==> src/verilog/nabg_map.svh <==
/*
  Constants for the memory-unlock and bus-address block: command codes,
  reset values, field positions and strap settle time.
  Assumes inclusion by the block and its bench only; definitions only.
*/
// What this block does
// - Correct 16-bit key written at command DBh opens memory write access.
// - Any other value written at DBh closes memory write access.
// - Write access is closed after every power-up reset.
// - Key that opens access defaults to 1234h.
// - Bus target address is seven bits: register base plus strap offset.
// - Upper three address bits are bits 6 to 4 of the chosen base.
// - Lower four address bits are the decoded strap-resistor offset.
// - Grounded voltage-select strap chooses the primary base at D7h.
// - Floating voltage-select strap chooses the alternate base at E2h.
// - Bases reset to 10h and 50h, both readable and writable.
`ifndef NABG_MAP_SVH
`define NABG_MAP_SVH
`define NABG_CMD_UNLOCK_KEY 8'hDB
`define NABG_CMD_BASE_PRI 8'hD7
`define NABG_CMD_BASE_ALT 8'hE2
`define NABG_KEY_DEFAULT 16'h1234
`define NABG_BASE_PRI_RST 8'h10
`define NABG_BASE_ALT_RST 8'h50
`define NABG_BASE_HI 6
`define NABG_BASE_LO 4
`define NABG_SETTLE_CYC 2'h3
`define NABG_ZERO_BYTE 8'h00
`endif

==> src/verilog/nabg_pkg.sv <==
/*
  Types of the memory-unlock and bus-address block.
  Assumes the map header supplies all numeric constants.
*/
package nabg_pkg;
  // Strap capture sequence after reset
  typedef enum logic [0:0] {
    NABG_ST_SETTLE,
    NABG_ST_RUN
  } nabg_state_t;
endpackage : nabg_pkg

==> src/verilog/nabg_top.sv <==
/*
  Memory write unlock and bus target address forming for a managed
  power converter. Commands arrive already decoded from the management
  bus as code, direction and data; one answer follows each command.
  Assumes the strap inputs come from an analog decoder on another
  timing, so they are synchronised here before use.
*/
`timescale 1ns/1ns
`include "nabg_map.svh"
module nabg_top
  import nabg_pkg::*;
#(
  parameter logic [15:0] UNLOCK_KEY = `NABG_KEY_DEFAULT,
  parameter int ADDR_W = 7,
  parameter int OFFSET_W = 4
) (
  input wire logic clock,
  input wire logic rst_b,
  input wire logic cmd_valid,
  input wire logic cmd_write,
  input wire logic [7:0] cmd_code,
  input wire logic [15:0] cmd_wdata,
  output logic rsp_valid,
  output logic rsp_ack,
  output logic [15:0] rsp_rdata,
  input wire logic [OFFSET_W-1:0] addr_strap_offset,
  input wire logic voltage_select_strap_pin_floating,
  output logic [ADDR_W-1:0] bus_target_address,
  output logic bus_address_valid,
  output logic nvm_write_enable
);

  // The address split is fixed by the base field and offset width
  initial begin
    if (ADDR_W != 7 || OFFSET_W != 4) begin
      $error("nabg_top: address must be 7 bits with a 4-bit offset");
    end
  end

  // Synchroniser stages for the strap inputs
  logic [OFFSET_W-1:0] off_s1_r;
  logic [OFFSET_W-1:0] off_s2_r;
  logic flt_s1_r;
  logic flt_s2_r;

  // Strap capture
  nabg_state_t state_r;
  nabg_state_t state_nxt;
  logic [1:0] settle_r;
  logic [1:0] settle_nxt;
  logic [OFFSET_W-1:0] off_hold_r;
  logic [OFFSET_W-1:0] off_hold_nxt;
  logic flt_hold_r;
  logic flt_hold_nxt;

  // Registers and unlock state
  logic [7:0] base_pri_r;
  logic [7:0] base_pri_nxt;
  logic [7:0] base_alt_r;
  logic [7:0] base_alt_nxt;
  logic unlock_r;
  logic unlock_nxt;

  // Answer and address outputs
  logic rsp_valid_r;
  logic rsp_valid_nxt;
  logic rsp_ack_r;
  logic rsp_ack_nxt;
  logic [15:0] rsp_rdata_r;
  logic [15:0] rsp_rdata_nxt;
  logic [ADDR_W-1:0] addr_r;
  logic [ADDR_W-1:0] addr_nxt;
  logic addr_ok_r;
  logic addr_ok_nxt;

  logic wr_key;
  logic wr_pri;
  logic wr_alt;
  logic [7:0] base_sel;

  // Two flops before any logic reads the strap levels
  always_ff @(posedge clock) begin
    if (!rst_b) begin
      off_s1_r <= '0;
      off_s2_r <= '0;
      flt_s1_r <= 1'b0;
      flt_s2_r <= 1'b0;
    end else begin
      off_s1_r <= addr_strap_offset;
      off_s2_r <= off_s1_r;
      flt_s1_r <= voltage_select_strap_pin_floating;
      flt_s2_r <= flt_s1_r;
    end
  end

  // Capture straps once the synchroniser has flushed its reset value;
  // holding them keeps the address steady if the analog decode wanders
  always_comb begin
    state_nxt = state_r;
    settle_nxt = settle_r;
    off_hold_nxt = off_hold_r;
    flt_hold_nxt = flt_hold_r;
    case (state_r)
      NABG_ST_SETTLE: begin
        if (settle_r == `NABG_SETTLE_CYC) begin
          off_hold_nxt = off_s2_r;
          flt_hold_nxt = flt_s2_r;
          state_nxt = NABG_ST_RUN;
        end else begin
          settle_nxt = settle_r + 2'h1;
        end
      end
      NABG_ST_RUN: begin
        state_nxt = NABG_ST_RUN; // Held until the next reset
      end
      default: begin
        state_nxt = NABG_ST_SETTLE;
      end
    endcase
  end

  always_ff @(posedge clock) begin
    if (!rst_b) begin
      state_r <= NABG_ST_SETTLE;
      settle_r <= 2'h0;
      off_hold_r <= '0;
      flt_hold_r <= 1'b0;
    end else begin
      state_r <= state_nxt;
      settle_r <= settle_nxt;
      off_hold_r <= off_hold_nxt;
      flt_hold_r <= flt_hold_nxt;
    end
  end

  // Write decode
  assign wr_key = cmd_valid && cmd_write && (cmd_code == `NABG_CMD_UNLOCK_KEY);
  assign wr_pri = cmd_valid && cmd_write && (cmd_code == `NABG_CMD_BASE_PRI);
  assign wr_alt = cmd_valid && cmd_write && (cmd_code == `NABG_CMD_BASE_ALT);

  // Base registers and unlock flag; a wrong key relocks at once
  always_comb begin
    base_pri_nxt = base_pri_r;
    base_alt_nxt = base_alt_r;
    unlock_nxt = unlock_r;
    if (wr_pri) begin
      base_pri_nxt = cmd_wdata[7:0];
    end
    if (wr_alt) begin
      base_alt_nxt = cmd_wdata[7:0];
    end
    if (wr_key) begin
      unlock_nxt = (cmd_wdata == UNLOCK_KEY);
    end
  end

  always_ff @(posedge clock) begin
    if (!rst_b) begin
      base_pri_r <= `NABG_BASE_PRI_RST;
      base_alt_r <= `NABG_BASE_ALT_RST;
      unlock_r <= 1'b0; // Power-up starts locked
    end else begin
      base_pri_r <= base_pri_nxt;
      base_alt_r <= base_alt_nxt;
      unlock_r <= unlock_nxt;
    end
  end

  // Floating strap picks the alternate base, grounded the primary
  assign base_sel = flt_hold_r ? base_alt_r : base_pri_r;

  // One answer per command; the key is write-only and reads are refused
  always_comb begin
    rsp_valid_nxt = cmd_valid;
    rsp_ack_nxt = 1'b0;
    rsp_rdata_nxt = 16'h0000;
    if (cmd_valid) begin
      case (cmd_code)
        `NABG_CMD_UNLOCK_KEY: begin
          rsp_ack_nxt = cmd_write;
        end
        `NABG_CMD_BASE_PRI: begin
          rsp_ack_nxt = 1'b1;
          if (!cmd_write) begin
            rsp_rdata_nxt = {`NABG_ZERO_BYTE, base_pri_r};
          end
        end
        `NABG_CMD_BASE_ALT: begin
          rsp_ack_nxt = 1'b1;
          if (!cmd_write) begin
            rsp_rdata_nxt = {`NABG_ZERO_BYTE, base_alt_r};
          end
        end
        default: begin
          rsp_ack_nxt = 1'b0;
        end
      endcase
    end
  end

  // Address is formed from the selected base and the held offset
  always_comb begin
    addr_nxt = {base_sel[`NABG_BASE_HI:`NABG_BASE_LO], off_hold_r};
    addr_ok_nxt = (state_r == NABG_ST_RUN);
  end

  always_ff @(posedge clock) begin
    if (!rst_b) begin
      rsp_valid_r <= 1'b0;
      rsp_ack_r <= 1'b0;
      rsp_rdata_r <= 16'h0000;
      addr_r <= '0;
      addr_ok_r <= 1'b0;
    end else begin
      rsp_valid_r <= rsp_valid_nxt;
      rsp_ack_r <= rsp_ack_nxt;
      rsp_rdata_r <= rsp_rdata_nxt;
      addr_r <= addr_nxt;
      addr_ok_r <= addr_ok_nxt;
    end
  end

  assign rsp_valid = rsp_valid_r;
  assign rsp_ack = rsp_ack_r;
  assign rsp_rdata = rsp_rdata_r;
  assign bus_target_address = addr_r;
  assign bus_address_valid = addr_ok_r;
  assign nvm_write_enable = unlock_r; // Store-all is gated by this
endmodule : nabg_top

==> config.mk <==
export PLATFORM = sky130hd
export DESIGN_NAME = nabg_top
export DESIGN_NICKNAME = d
export VERILOG_FILES = /design/src/verilog/nabg_pkg.sv /design/src/verilog/nabg_top.sv
export VERILOG_INCLUDE_DIRS = /design/src /design/src/verilog
export SDC_FILE = /design/constraint.sdc
export NUM_CORES = 1
export LEC_CHECK = 0
export BUFFER_PORTS_ARGS = -buffer_cell sky130_fd_sc_hd__buf_4
export CORE_MARGIN = 2
export CORE_UTILIZATION = 50
export CTS_CLUSTER_SIZE = 40
export DETAILED_ROUTE_END_ITERATION = 10
export PLACE_DENSITY = 0.78
export SLEW_MARGIN = 5
export SYNTH_ARGS = -nofsm -noshare
export SYNTH_HDL_FRONTEND = slang
export SYNTH_SLANG_ARGS = --single-unit
==> constraint.sdc <==
create_clock -name clock -period 1.7 [get_ports clock]
set_input_delay 0.17 -clock clock [delete_from_list [all_inputs] [get_ports clock]]
set_output_delay 0.17 -clock clock [all_outputs]
set_load 0.02 [all_outputs]
### Word-level counts from Yosys, hierarchy flattened

Index checks and enable logic that the tools add are counted.

* flip-flop bits (word level): 61
* latch bits: 0
* memory bits (writable): 0
* memory bits (read-only): 0
* input bits: 33
* output and inout port bits: 27
* logic and storage cells: 39
* memories: 0

* add/subtract/negate cells: 1
* $mul: 0
* div/mod/pow operators: 0
* $lt $le $gt $ge: 0
* equality and inequality tests: 5
* shift operators: 0
* mux-type cells: 7
* bitwise logic cells: 2
* reduce and logical (&&, ||, !) cells: 8

Operators by type and width (number)
* equality test 8 bit, second input constant: 3
* equality test 16 x 13 -> 1 bit, second input constant: 1
* two-way mux 8 bit: 2
* case mux 8 bit (2 select lines): 1
* two-way mux 7 bit: 1
* AND reduction 2 bit: 3
* logical AND 1 bit: 4
* case mux 1 bit (2 select lines): 2
* adder 2 x 1 -> 2 bit, second input constant: 1
* equality test 2 bit, second input constant: 1
* NOT 1 bit: 2
* OR reduction 2 bit: 1
* two-way mux 1 bit: 1

### Logic depth before layout (Yosys ltp)

Gate-level depths: netlist of the first run.

* depth in word-level cells: 3
* mapped depth: 5
* depth with buffers taken out: 4

### Worst setup path before layout of the first run

Ideal clock, no wire load.

* path type: reg-to-reg
* start point: reg settle_r[0]
* end point: reg flt_hold_r
* library setup time: 128 ps
* data arrival time: 1119 ps
* required time: 1572 ps
* path slack: 453 ps
* cell stages (with the launch flop): 6
* buffers on the path: 1
* period minus slack after synthesis: 1247 ps
* cell sequence: dfxtp_1 > ha_1 > nor2b_1 > clkbuf_1 > mux2i_1 > nor2_1

* cells in the longest elaborated chain, start to end: 2

Ends and longest elaborated chain
* start, declared: RTL line nabg_top.sv:49 `logic [1:0] settle_r;`
* start signal, assigned: RTL line nabg_top.sv:130 `settle_r <= settle_nxt;`
* equality test 2 bit (no source line)
* AND reduction 2 bit (no source line)
* end signal, assigned: RTL line nabg_top.sv:132 `flt_hold_r <= flt_hold_nxt;`
* end, declared: RTL line nabg_top.sv:53 `logic flt_hold_r;`

Every way passes these cells.
A chain may end at the register's enable or synchronous reset.

### Worst setup path after layout of the first run

* start point: reg settle_r[0]
* end point: reg off_hold_r[2]

* cells in the longest elaborated chain, start to end: 2

Ends and longest elaborated chain
* equality test 2 bit (no source line)
* AND reduction 2 bit (no source line)
* end signal, assigned: RTL line nabg_top.sv:131 `off_hold_r <= off_hold_nxt;`
* end, declared: RTL line nabg_top.sv:51 `logic [OFFSET_W-1:0] off_hold_r;`

Every way passes these cells.

==> results of run 1 <==
## registers in the layout (all words and copies together), names as in the netlist
name,flops
settle_r,2
flt_s1_r,1
base_pri_r,8
bus_address_valid,1
flt_s2_r,1
rsp_valid,1
rsp_ack,1
bus_target_address,7
flt_hold_r,1
off_hold_r,4
addr_ok_nxt,1
nvm_write_enable,1
rsp_rdata,8
off_s1_r,4
base_alt_r,8
off_s2_r,4
## synthesized netlist by cell type, types with 2 or more instances
library cell / instances
sky130_fd_sc_hd__nor2_1: 13
sky130_fd_sc_hd__buf_6: 2
sky130_fd_sc_hd__nand3_1: 18
sky130_fd_sc_hd__a21oi_1: 9
sky130_fd_sc_hd__buf_4: 10
sky130_fd_sc_hd__and4b_1: 2
sky130_fd_sc_hd__and2_1: 17
sky130_fd_sc_hd__nand2_1: 22
sky130_fd_sc_hd__nor4bb_1: 2
sky130_fd_sc_hd__mux2i_1: 23
sky130_fd_sc_hd__nand4_1: 2
sky130_fd_sc_hd__nor2b_1: 5
sky130_fd_sc_hd__clkbuf_1: 6
sky130_fd_sc_hd__and3_1: 2
sky130_fd_sc_hd__dfxtp_1: 53
## report_power, final
group	internal (mW)	switching [mW]
registers	1.29	0.0222
logic	0.130	0.135
clock network	0.291	0.393
total	1.71	0.551
## cells by family after synthesis
family | count (synthesis) | share of synthesized area [%]
and+or+nand+nor | 89 | 24.5
other | 1 | 0.184
buffers and inverters | 21 | 6.51
DFF | 53 | 52.1
adders and majority gates | 1 | 0.615
AOI/OAI and AO/OA | 15 | 4.36
xor gates and xnor gates | 1 | 0.430
muxes | 23 | 11.3
## worst paths after layout
path	slack [ps]	cells past startpoint	end
min reg2reg	440	1	off_s2_r[3]
min	80	2	off_s1_r[1]
max	510	5	off_hold_r[2]
max reg2reg	510	5	off_hold_r[2]
## routing by layer
layer	wire length (µm)	track usage (%)	vias to the layer above	share of wire, %
li1	-	-	773	-
met1	1670	22.7	719	42
met2	1980	33.3	65	50
met3	256	5.67	4	6.5
met4	32	5.00	0	0.81
met5	0	0	-	0
## final cells by class
type	count	area, µm²
Inverter	1	3.75
Tap cell	50	62.6
Clock inverter	2	15.0
Timing Repair Buffer	58	435
Clock buffer	6	72.6
Multi-Input combinational cell	137	868
Sequential cell	53	1060
Fill cell	350	1450
## metrics by stage
| stage | std cells | area (µm²) | setup slack [ps] | hold WS, ps | power [mW] |
|---|---|---|---|---|---|
| after CTS | 307 | 2520 | 495 | 66.5 | 2.28 |
| after global routing | 307 | 2520 | 408 | 55.9 | 2.37 |
| final | 307 | 2520 | 506 | 76.1 | 2.26 |
| after floorplan | 211 | 2060 | 453 | 297 | 1.51 |
| after global placement | 299 | 2430 | 418 | 380 | 1.59 |
| after detailed placement | 299 | 2430 | 377 | 382 | 1.60 |
## critical path: stages (launching register included)
cell and delay (ps):
sky130_fd_sc_hd__dfxtp_1 360, sky130_fd_sc_hd__ha_1 180, sky130_fd_sc_hd__nor2b_1 140, sky130_fd_sc_hd__buf_4 170, sky130_fd_sc_hd__mux2i_1 190, sky130_fd_sc_hd__nor2_1 50
==> flow_summary_export.csv, run 1 <==
group,metric,value,unit
floorplan,ports,60,
yosys,synth_ff_type,"sky130_fd_sc_hd__dfxtp_1",
place,gp_congestion,0.814,
timing,final_critical_delay_including_setup_and_external_delays,1190,ps
pwr,p_leak,1.08,nW
clock_network,hold_fix_buffers_cts,0,
grt,wire_length_of_the_first_global_routing_pass,6420,µm
floorplan,die-area,4600,µm²
timing,totalNegativeSetupSlack,0,ps
clock_network,clk_pin_slew,90,ps
yosys,syn_area,2040,µm²
timing,setup_viols_final,0,
yosys,synth.yosys.seq_area_share,52.1,%
setup_path,timing.critical_path.from,"settle_r[0]",
timing,finalClockSkew,3.82,ps
floorplan,num_rows,23,
layout,drive_above_1_share,26.5,%
drt,detail-route-antenna-nets,0,
status,outcome,"completed",
timing,setup_repair_after_global_routing_missed_its_margin,"no",
grt,grt_remaining_overflow,0,
timing,final_max_slew_viol_count,0,
clock_network,ctsRootBufferMaster,"sky130_fd_sc_hd__clkbuf_8",
clock_network,numClockSinks,53,
layout,final_standard_cell_utilization_of_the_core,63.4,%
setup_path,cp_data_required_time,1890,ps
grt,grt_max_degree,25,
yosys,synthArstFlopShare,0,%
yosys,postSynthCellCount,204,
floorplan,core_area,3970,µm²
drt,routedWlPerCell,12.9,µm
setup_path,critical_path_peak_fanout,5,
layout,layout_commonest_cell,"sky130_fd_sc_hd__buf_4",
yosys,post_synth.cell_area_avg,9.98,µm²
grt,grt_antenna_before_repair,0,
yosys,synth-seq-cells,53,
clock_network,tritoncts_clock_tree,"built",
setup_path,setup.worst_path.class,"flop to flop",
setup_path,element_type_at_the_critical_path_start,"flop",
drt,drt-vias-per-instance,5.08,
clock_network,cts_made_buffers,5,
layout,nNetsFinal,290,
yosys,post-synth-top-area-cell,"sky130_fd_sc_hd__dfxtp_1",
floorplan,die_height,67.8,µm
layout,layout_common_cells,"58 x sky130_fd_sc_hd__buf_4, 53 x sky130_fd_sc_hd__dfxtp_1, 23 x sky130_fd_sc_hd__mux2i_1",
timing,timing.fmax,0.837,GHz
drt,first_pass_iters,4,
timing,fin_crit_sh,70.2,%
setup_path,cp.arrival,1380,ps
drt,routed-via-count,1561,
drt,detail_route.drc_violations,0,
grt,number_of_global_route_vias_before_repair,1452,
yosys,synthTopCellsByArea,"sky130_fd_sc_hd__dfxtp_1 52%, sky130_fd_sc_hd__mux2i_1 11%, sky130_fd_sc_hd__and2_1 5.2%, sky130_fd_sc_hd__nand3_1 4.4%, sky130_fd_sc_hd__nand2_1 4.1%",
yosys,ys.warnings.count,0,
clock_network,worstSkewPairLatency,300,ps
drt,route.final.wire_length,3950,µm
hold_path,worstHoldPathType,"primary input to flop",
floorplan,die_x,67.8,µm
yosys,synth_edf_count,0,
timing,final-hold-violation-count,0,
pwr,powerDensity,896,nW/µm²
hold_path,worst_hold_launch,"addr_strap_offset[1]",
setup_path,setup.worst_path.end_class,"flop",
yosys,synthDistinctLibCells,33,
job,timing.max_cap.violations,0,
setup_path,r2r-start,"settle_r[0]",
layout,area_growth_syn_to_fin,23.7,%
place,io_buffers,51,
grt,grt_usage,19.1,%
clock_network,htree_levels,2,
drt,drt_iter0_drc,142,
layout,n_antenna_cell,0,
place,dp.final_hpwl,2820,µm
floorplan,floorplan.initialDensity,51.3,%
clock_network,cts_max_path_bufs,2,
pwr,ir_worst_vdd,0.499,mV
clock_network,post_cts.resized_instances,0,
yosys,synth_top_cell_area_share,52.1,%
clock_network,postCtsSetupRepairBufs,0,
Power figures use the tool's default switching activity.
==> run 2: changes to the inputs <==
Settings changed: CORE_UTILIZATION 50 to 45, PLACE_DENSITY 0.78 to 0.74.
Clock period 1.7 ns to 1 ns, I/O delays scaled along.
==> run 2 against run 1 <==
Net effect:
- the flow now finishes with violations (negative setup slack)
- highest routed layer unchanged
- clock skew about the same
- first-iteration DRC count decreased by 54%
- maximum frequency increased by 8.8%
- utilization increased by 0.43 points
- final cell count increased by 5.9%
- clock power increased by 140%
- routed wire length decreased by 4.1%
==> flow_summary_export.csv, run 2 (synthesis results as in run 1) <==
group,metric,value,unit
clock_network,cts_made_buffers,5,
setup_path,crit_path_cell_trace,"ha_4 -> nor2b_4 -> buf_6 -> mux2i_1 -> nor2_1",
setup_path,element_type_at_the_critical_path_start,"flop",
pwr,p_leak,1.20,nW
drt,routed-via-count,1567,
floorplan,die_x,71.3,µm
floorplan,num_rows,24,
floorplan,floorplan.initialDensity,46.8,%
clock_network,worstSkewPairLatency,300,ps
grt,grt_remaining_overflow,0,
grt,grt_usage,16.3,%
drt,routedWlPerCell,11.6,µm
timing,final_critical_delay_including_setup_and_external_delays,1100,ps
layout,drive_above_1_share,30.8,%
clock_network,postCtsSetupRepairBufs,0,
timing,setup_repair_after_global_routing_missed_its_margin,"yes",
grt,wire_length_of_the_first_global_routing_pass,6510,µm
drt,drt-vias-per-instance,4.82,
place,io_buffers,51,
setup_path,timing.critical_path.max_delay_family,"flip-flops",
timing,setup_viols_final,6,
floorplan,core_area,4350,µm²
layout,area_growth_syn_to_fin,36.6,%
timing,final_max_slew_viol_count,0,
hold_path,worstHoldPathType,"primary input to flop",
status,outcome,"finished, violations left",
pwr,ir_worst_vdd,0.883,mV
setup_path,setup.worst_path.end_class,"flop",
setup_path,setup.worst_path.class,"flop to flop",
timing,final.setup.worst_slack,-97.4,ps
timing,totalNegativeSetupSlack,-480,ps
timing,final-hold-violation-count,0,
drt,first_pass_iters,4,
job,timing.max_cap.violations,0,
timing,finalClockSkew,4.23,ps
clock_network,ctsRootBufferMaster,"sky130_fd_sc_hd__clkbuf_8",
grt,grt_antenna_before_repair,0,
clock_network,numClockSinks,53,
place,gp_congestion,0.776,
setup_path,timing.critical_path.from,"settle_r[1]",
layout,n_antenna_cell,0,
setup_path,cp.arrival,1290,ps
clock_network,htree_levels,2,
floorplan,die_height,71.3,µm
drt,route.final.wire_length,3780,µm
timing,fin_crit_sh,110,%
place,dp.final_hpwl,2830,µm
setup_path,max_stage_delay,360,ps
layout,nNetsFinal,306,
clock_network,clk_pin_slew,90,ps
drt,detail_route.drc_violations,0,
layout,layout_commonest_cell,"sky130_fd_sc_hd__buf_4",
hold_path,worst_hold_launch,"cmd_valid",
setup_path,critical_path_peak_fanout,5,
layout,layout_common_cells,"64 x sky130_fd_sc_hd__buf_4, 51 x sky130_fd_sc_hd__dfxtp_1, 23 x sky130_fd_sc_hd__mux2i_1",
floorplan,die-area,5080,µm²
drt,detail-route-antenna-nets,0,
drt,drt_iter0_drc,66,
timing,timing.fmax,0.911,GHz
setup_path,cp_slowest_cell,"sky130_fd_sc_hd__dfxtp_2",
place,dpl_worst_slack,-167,ps
clock_network,tritoncts_clock_tree,"built",
status,failed_checks,"negative setup slack",
grt,number_of_global_route_vias_before_repair,1528,
pwr,powerDensity,1610,nW/µm²
setup_path,worstPathBufferInverterCount,1,
setup_path,r2r-start,"settle_r[1]",
setup_path,cp_data_required_time,1190,ps
grt,grt_max_degree,30,
floorplan,ports,60,
clock_network,cts_max_path_bufs,2,
run 2: area by class of cell:
| class | count | area (µm²) |
|---|---|---|
| Multi-Input combinational cell | 137 | 888 |
| Inverter | 1 | 3.75 |
| Sequential cell | 53 | 1060 |
| Clock inverter | 3 | 68.8 |
| Fill cell | 377 | 1570 |
| Timing Repair Buffer | 74 | 622 |
| Tap cell | 52 | 65.1 |
| Clock buffer | 5 | 68.8 |
run 2: path summary, 6_finish.rpt:
check / endpoint / slack (ps) / depth (start not counted)
setup reg to reg: off_hold_r[3] / -100 / 5
setup / recovery: off_hold_r[3] / -100 / 5
hold / removal: rsp_valid / 60 / 2
hold reg to reg: off_s2_r[3] / 440 / 1
run 2: power breakdown:
part	internal (mW)	switching [mW]	total, mW
Clock	1.01	0.667	1.67
Sequential	2.19	0.0523	2.25
Combinational	0.305	0.242	0.547
run 2: repair_timing:
action	CTS	global route
hold buffers	4	1
endpoints found under the setup margin	6	7
pin swaps	1	1
endpoints found under the hold margin	4	1
gates resized for setup	3	0
run 2: metal layers:
metal  track usage, %  vias up  part of all wire [%]
met1             19.7      716                    44
met3             4.08        2                   4.4
met2             28.2       42                    50
met4             5.66        0                  0.90
li1                 -      807                     -
met5                0        -                     0
run 2: worst reg2reg max path, cell delays in order (launching register included):
cell and delay (ps):
sky130_fd_sc_hd__dfxtp_2 360, sky130_fd_sc_hd__ha_4 140, sky130_fd_sc_hd__nor2b_4 140, sky130_fd_sc_hd__buf_6 130
sky130_fd_sc_hd__mux2i_1 180, sky130_fd_sc_hd__nor2_1 50
run 2: stage by stage:
| step | cells | instance area (µm²) | hold WS (ps) | util (%) | power (mW) |
|---|---|---|---|---|---|
| final | 325 | 2780 | 60.2 | 63.9 | 4.47 |
| after global routing | 325 | 2780 | 57.3 | 63.9 | 4.67 |
| after CTS | 324 | 2770 | 1.03 | 63.6 | 4.50 |
| after detailed placement | 312 | 2580 | 310 | 59.3 | 2.81 |
| after global placement | 312 | 2580 | 308 | 59.3 | 2.80 |
| after floorplan | 211 | 2080 | 227 | - | 2.60 |
==> run 3: changes to the inputs <==
==> constraint.sdc (replaced) <==
create_clock -name clock -period 1 [get_ports clock]
set_input_delay 0.25 -clock clock [delete_from_list [all_inputs] [get_ports clock]]
set_output_delay 0.25 -clock clock [all_outputs]
set_load 0.02 [all_outputs]
==> run 3 against run 2 <==
Net effect:
- sequential power about the same
- die area did not move
- critical endpoint is now off_hold_r[0]
- clock power shrank 16%
- first-iteration DRC count is 48% higher
- non-clock buffer count grew 4
- via count grew 2.2%
- final cell count grew 1.2%
- worst setup slack lost 20 ps
- the flow still finishes with violations (negative setup slack)
- clock skew grew 1.6 ps
- routed wire length rose by 6.3%
- worst hold slack better by 94 ps
- final area up 3.3%
==> flow_summary_export.csv, run 3 (synthesis results as in run 1) <==
group,metric,value,unit
grt,grt_max_degree,18,
layout,n_antenna_cell,0,
grt,grt_remaining_overflow,0,
timing,setup_viols_final,8,
setup_path,cp.arrival,1310,ps
setup_path,reg2regPathDepth,5,
clock_network,htree_levels,2,
setup_path,cp_data_required_time,1200,ps
place,gp_congestion,0.768,
drt,routedWlPerCell,12.2,µm
clock_network,hold_fix_buffers_cts,0,
hold_path,worstHoldPathType,"primary input to flop",
floorplan,die_height,71.3,µm
grt,wire_length_of_the_first_global_routing_pass,6770,µm
clock_network,cts_made_buffers,5,
grt,grt_antenna_before_repair,0,
pwr,ir_worst_vdd,0.909,mV
setup_path,setup.worst_path.end_class,"flop",
drt,route.final.wire_length,4020,µm
drt,detail_route.drc_violations,0,
floorplan,die-area,5080,µm²
grt,grt_usage,17.0,%
clock_network,clk_pin_slew,90,ps
layout,nNetsFinal,310,
setup_path,element_type_at_the_critical_path_start,"flop",
floorplan,floorplan.initialDensity,46.8,%
place,io_buffers,51,
pwr,powerDensity,1470,nW/µm²
timing,final_max_slew_viol_count,0,
floorplan,core_area,4350,µm²
clock_network,numClockSinks,53,
timing,final.setup.worst_slack,-117,ps
timing,timing.fmax,0.895,GHz
timing,fin_crit_sh,112,%
grt,number_of_global_route_vias_before_repair,1532,
timing,final-hold-violation-count,0,
setup_path,critical_path_peak_fanout,5,
hold_path,min_path_cells,2,
layout,drive_above_1_share,40.8,%
floorplan,ports,60,
drt,detail-route-antenna-nets,0,
setup_path,worst-r2r-setup-slack,-120,ps
pwr,p_leak,1.24,nW
layout,layout_commonest_cell,"sky130_fd_sc_hd__buf_4",
status,failed_checks,"negative setup slack",
timing,finalClockSkew,5.85,ps
clock_network,worstSkewPairLatency,300,ps
timing,final_critical_delay_including_setup_and_external_delays,1120,ps
job,timing.max_cap.violations,0,
layout,area_growth_syn_to_fin,41.1,%
status,outcome,"finished, violations left",
layout,layout_common_cells,"50 x sky130_fd_sc_hd__buf_4, 32 x sky130_fd_sc_hd__dfxtp_1, 24 x sky130_fd_sc_hd__buf_6",
pwr,power.total,4.22,mW
layout,final_standard_cell_utilization_of_the_core,65.9,%
floorplan,num_rows,24,
timing,totalNegativeSetupSlack,-512,ps
drt,first_pass_iters,4,
clock_network,tritoncts_clock_tree,"built",
timing,final.hold.worst_slack,154,ps
floorplan,die_x,71.3,µm
drt,drt-vias-per-instance,4.87,
drt,routed-via-count,1602,
clock_network,cts_max_path_bufs,2,
setup_path,setup.worst_path.class,"flop to flop",
drt,drt_iter0_drc,98,
timing,setup_repair_after_global_routing_missed_its_margin,"yes",
place,dp.final_hpwl,2890,µm
clock_network,ctsRootBufferMaster,"sky130_fd_sc_hd__clkbuf_8",
run 3: report_power, final:
group / switching, mW / internal [mW]
registers: 0.0546 / 2.20
logic: 0.244 / 0.317
clock network: 0.660 / 0.750
run 3: area by class of cell:
cell class | instances | area (µm²)
Clock inverter | 3 | 43.8
Clock buffer | 5 | 68.8
Timing Repair Buffer | 78 | 711
Tap cell | 52 | 65.1
Fill cell | 360 | 1480
Multi-Input combinational cell | 137 | 892
Sequential cell | 53 | 1090
Inverter | 1 | 3.75
run 3: final timing paths:
| check | startpoint | endpoint |
|---|---|---|
| max | settle_r[0] | off_hold_r[0] |
| min | voltage_select_strap_pin_floating | flt_s1_r |
| max reg2reg | settle_r[0] | off_hold_r[0] |
| min reg2reg | off_s1_r[1] | off_s2_r[1] |
run 3: metrics by stage:
step / cells / worst slack [ps] / cell area (µm²)
after floorplan: 211 / -149 / 2080
after global placement: 318 / -295 / 2610
after detailed placement: 318 / -305 / 2610
after CTS: 326 / -125 / 2830
after global routing: 329 / -202 / 2870
final: 329 / -117 / 2870
run 3: critical path: stages, from the launching register on:
cell and delay (ps):
sky130_fd_sc_hd__dfxtp_2 360, sky130_fd_sc_hd__ha_4 140, sky130_fd_sc_hd__nor2b_4 130, sky130_fd_sc_hd__buf_6 130, sky130_fd_sc_hd__mux2i_1 190, sky130_fd_sc_hd__nor2_1 60
run 3: per-layer routing:
layer  up-vias  GRT usage (%)  wire [µm]
met5         -              0          0
met4         0           5.66         55
met3         4           4.78        174
met2        40           28.6       1980
met1       740           20.9       1810
li1        818              -          -
run 3: what timing repair did:
| item | CTS | global route |
|---|---|---|
| pin swaps | 0 | 5 |
| setup buffers | 0 | 2 |
| hold endpoints to repair | 0 | 0 |
| resized for setup | 36 | 10 |
| cloned | 0 | 1 |
| endpoints found under the setup margin | 25 | 35 |
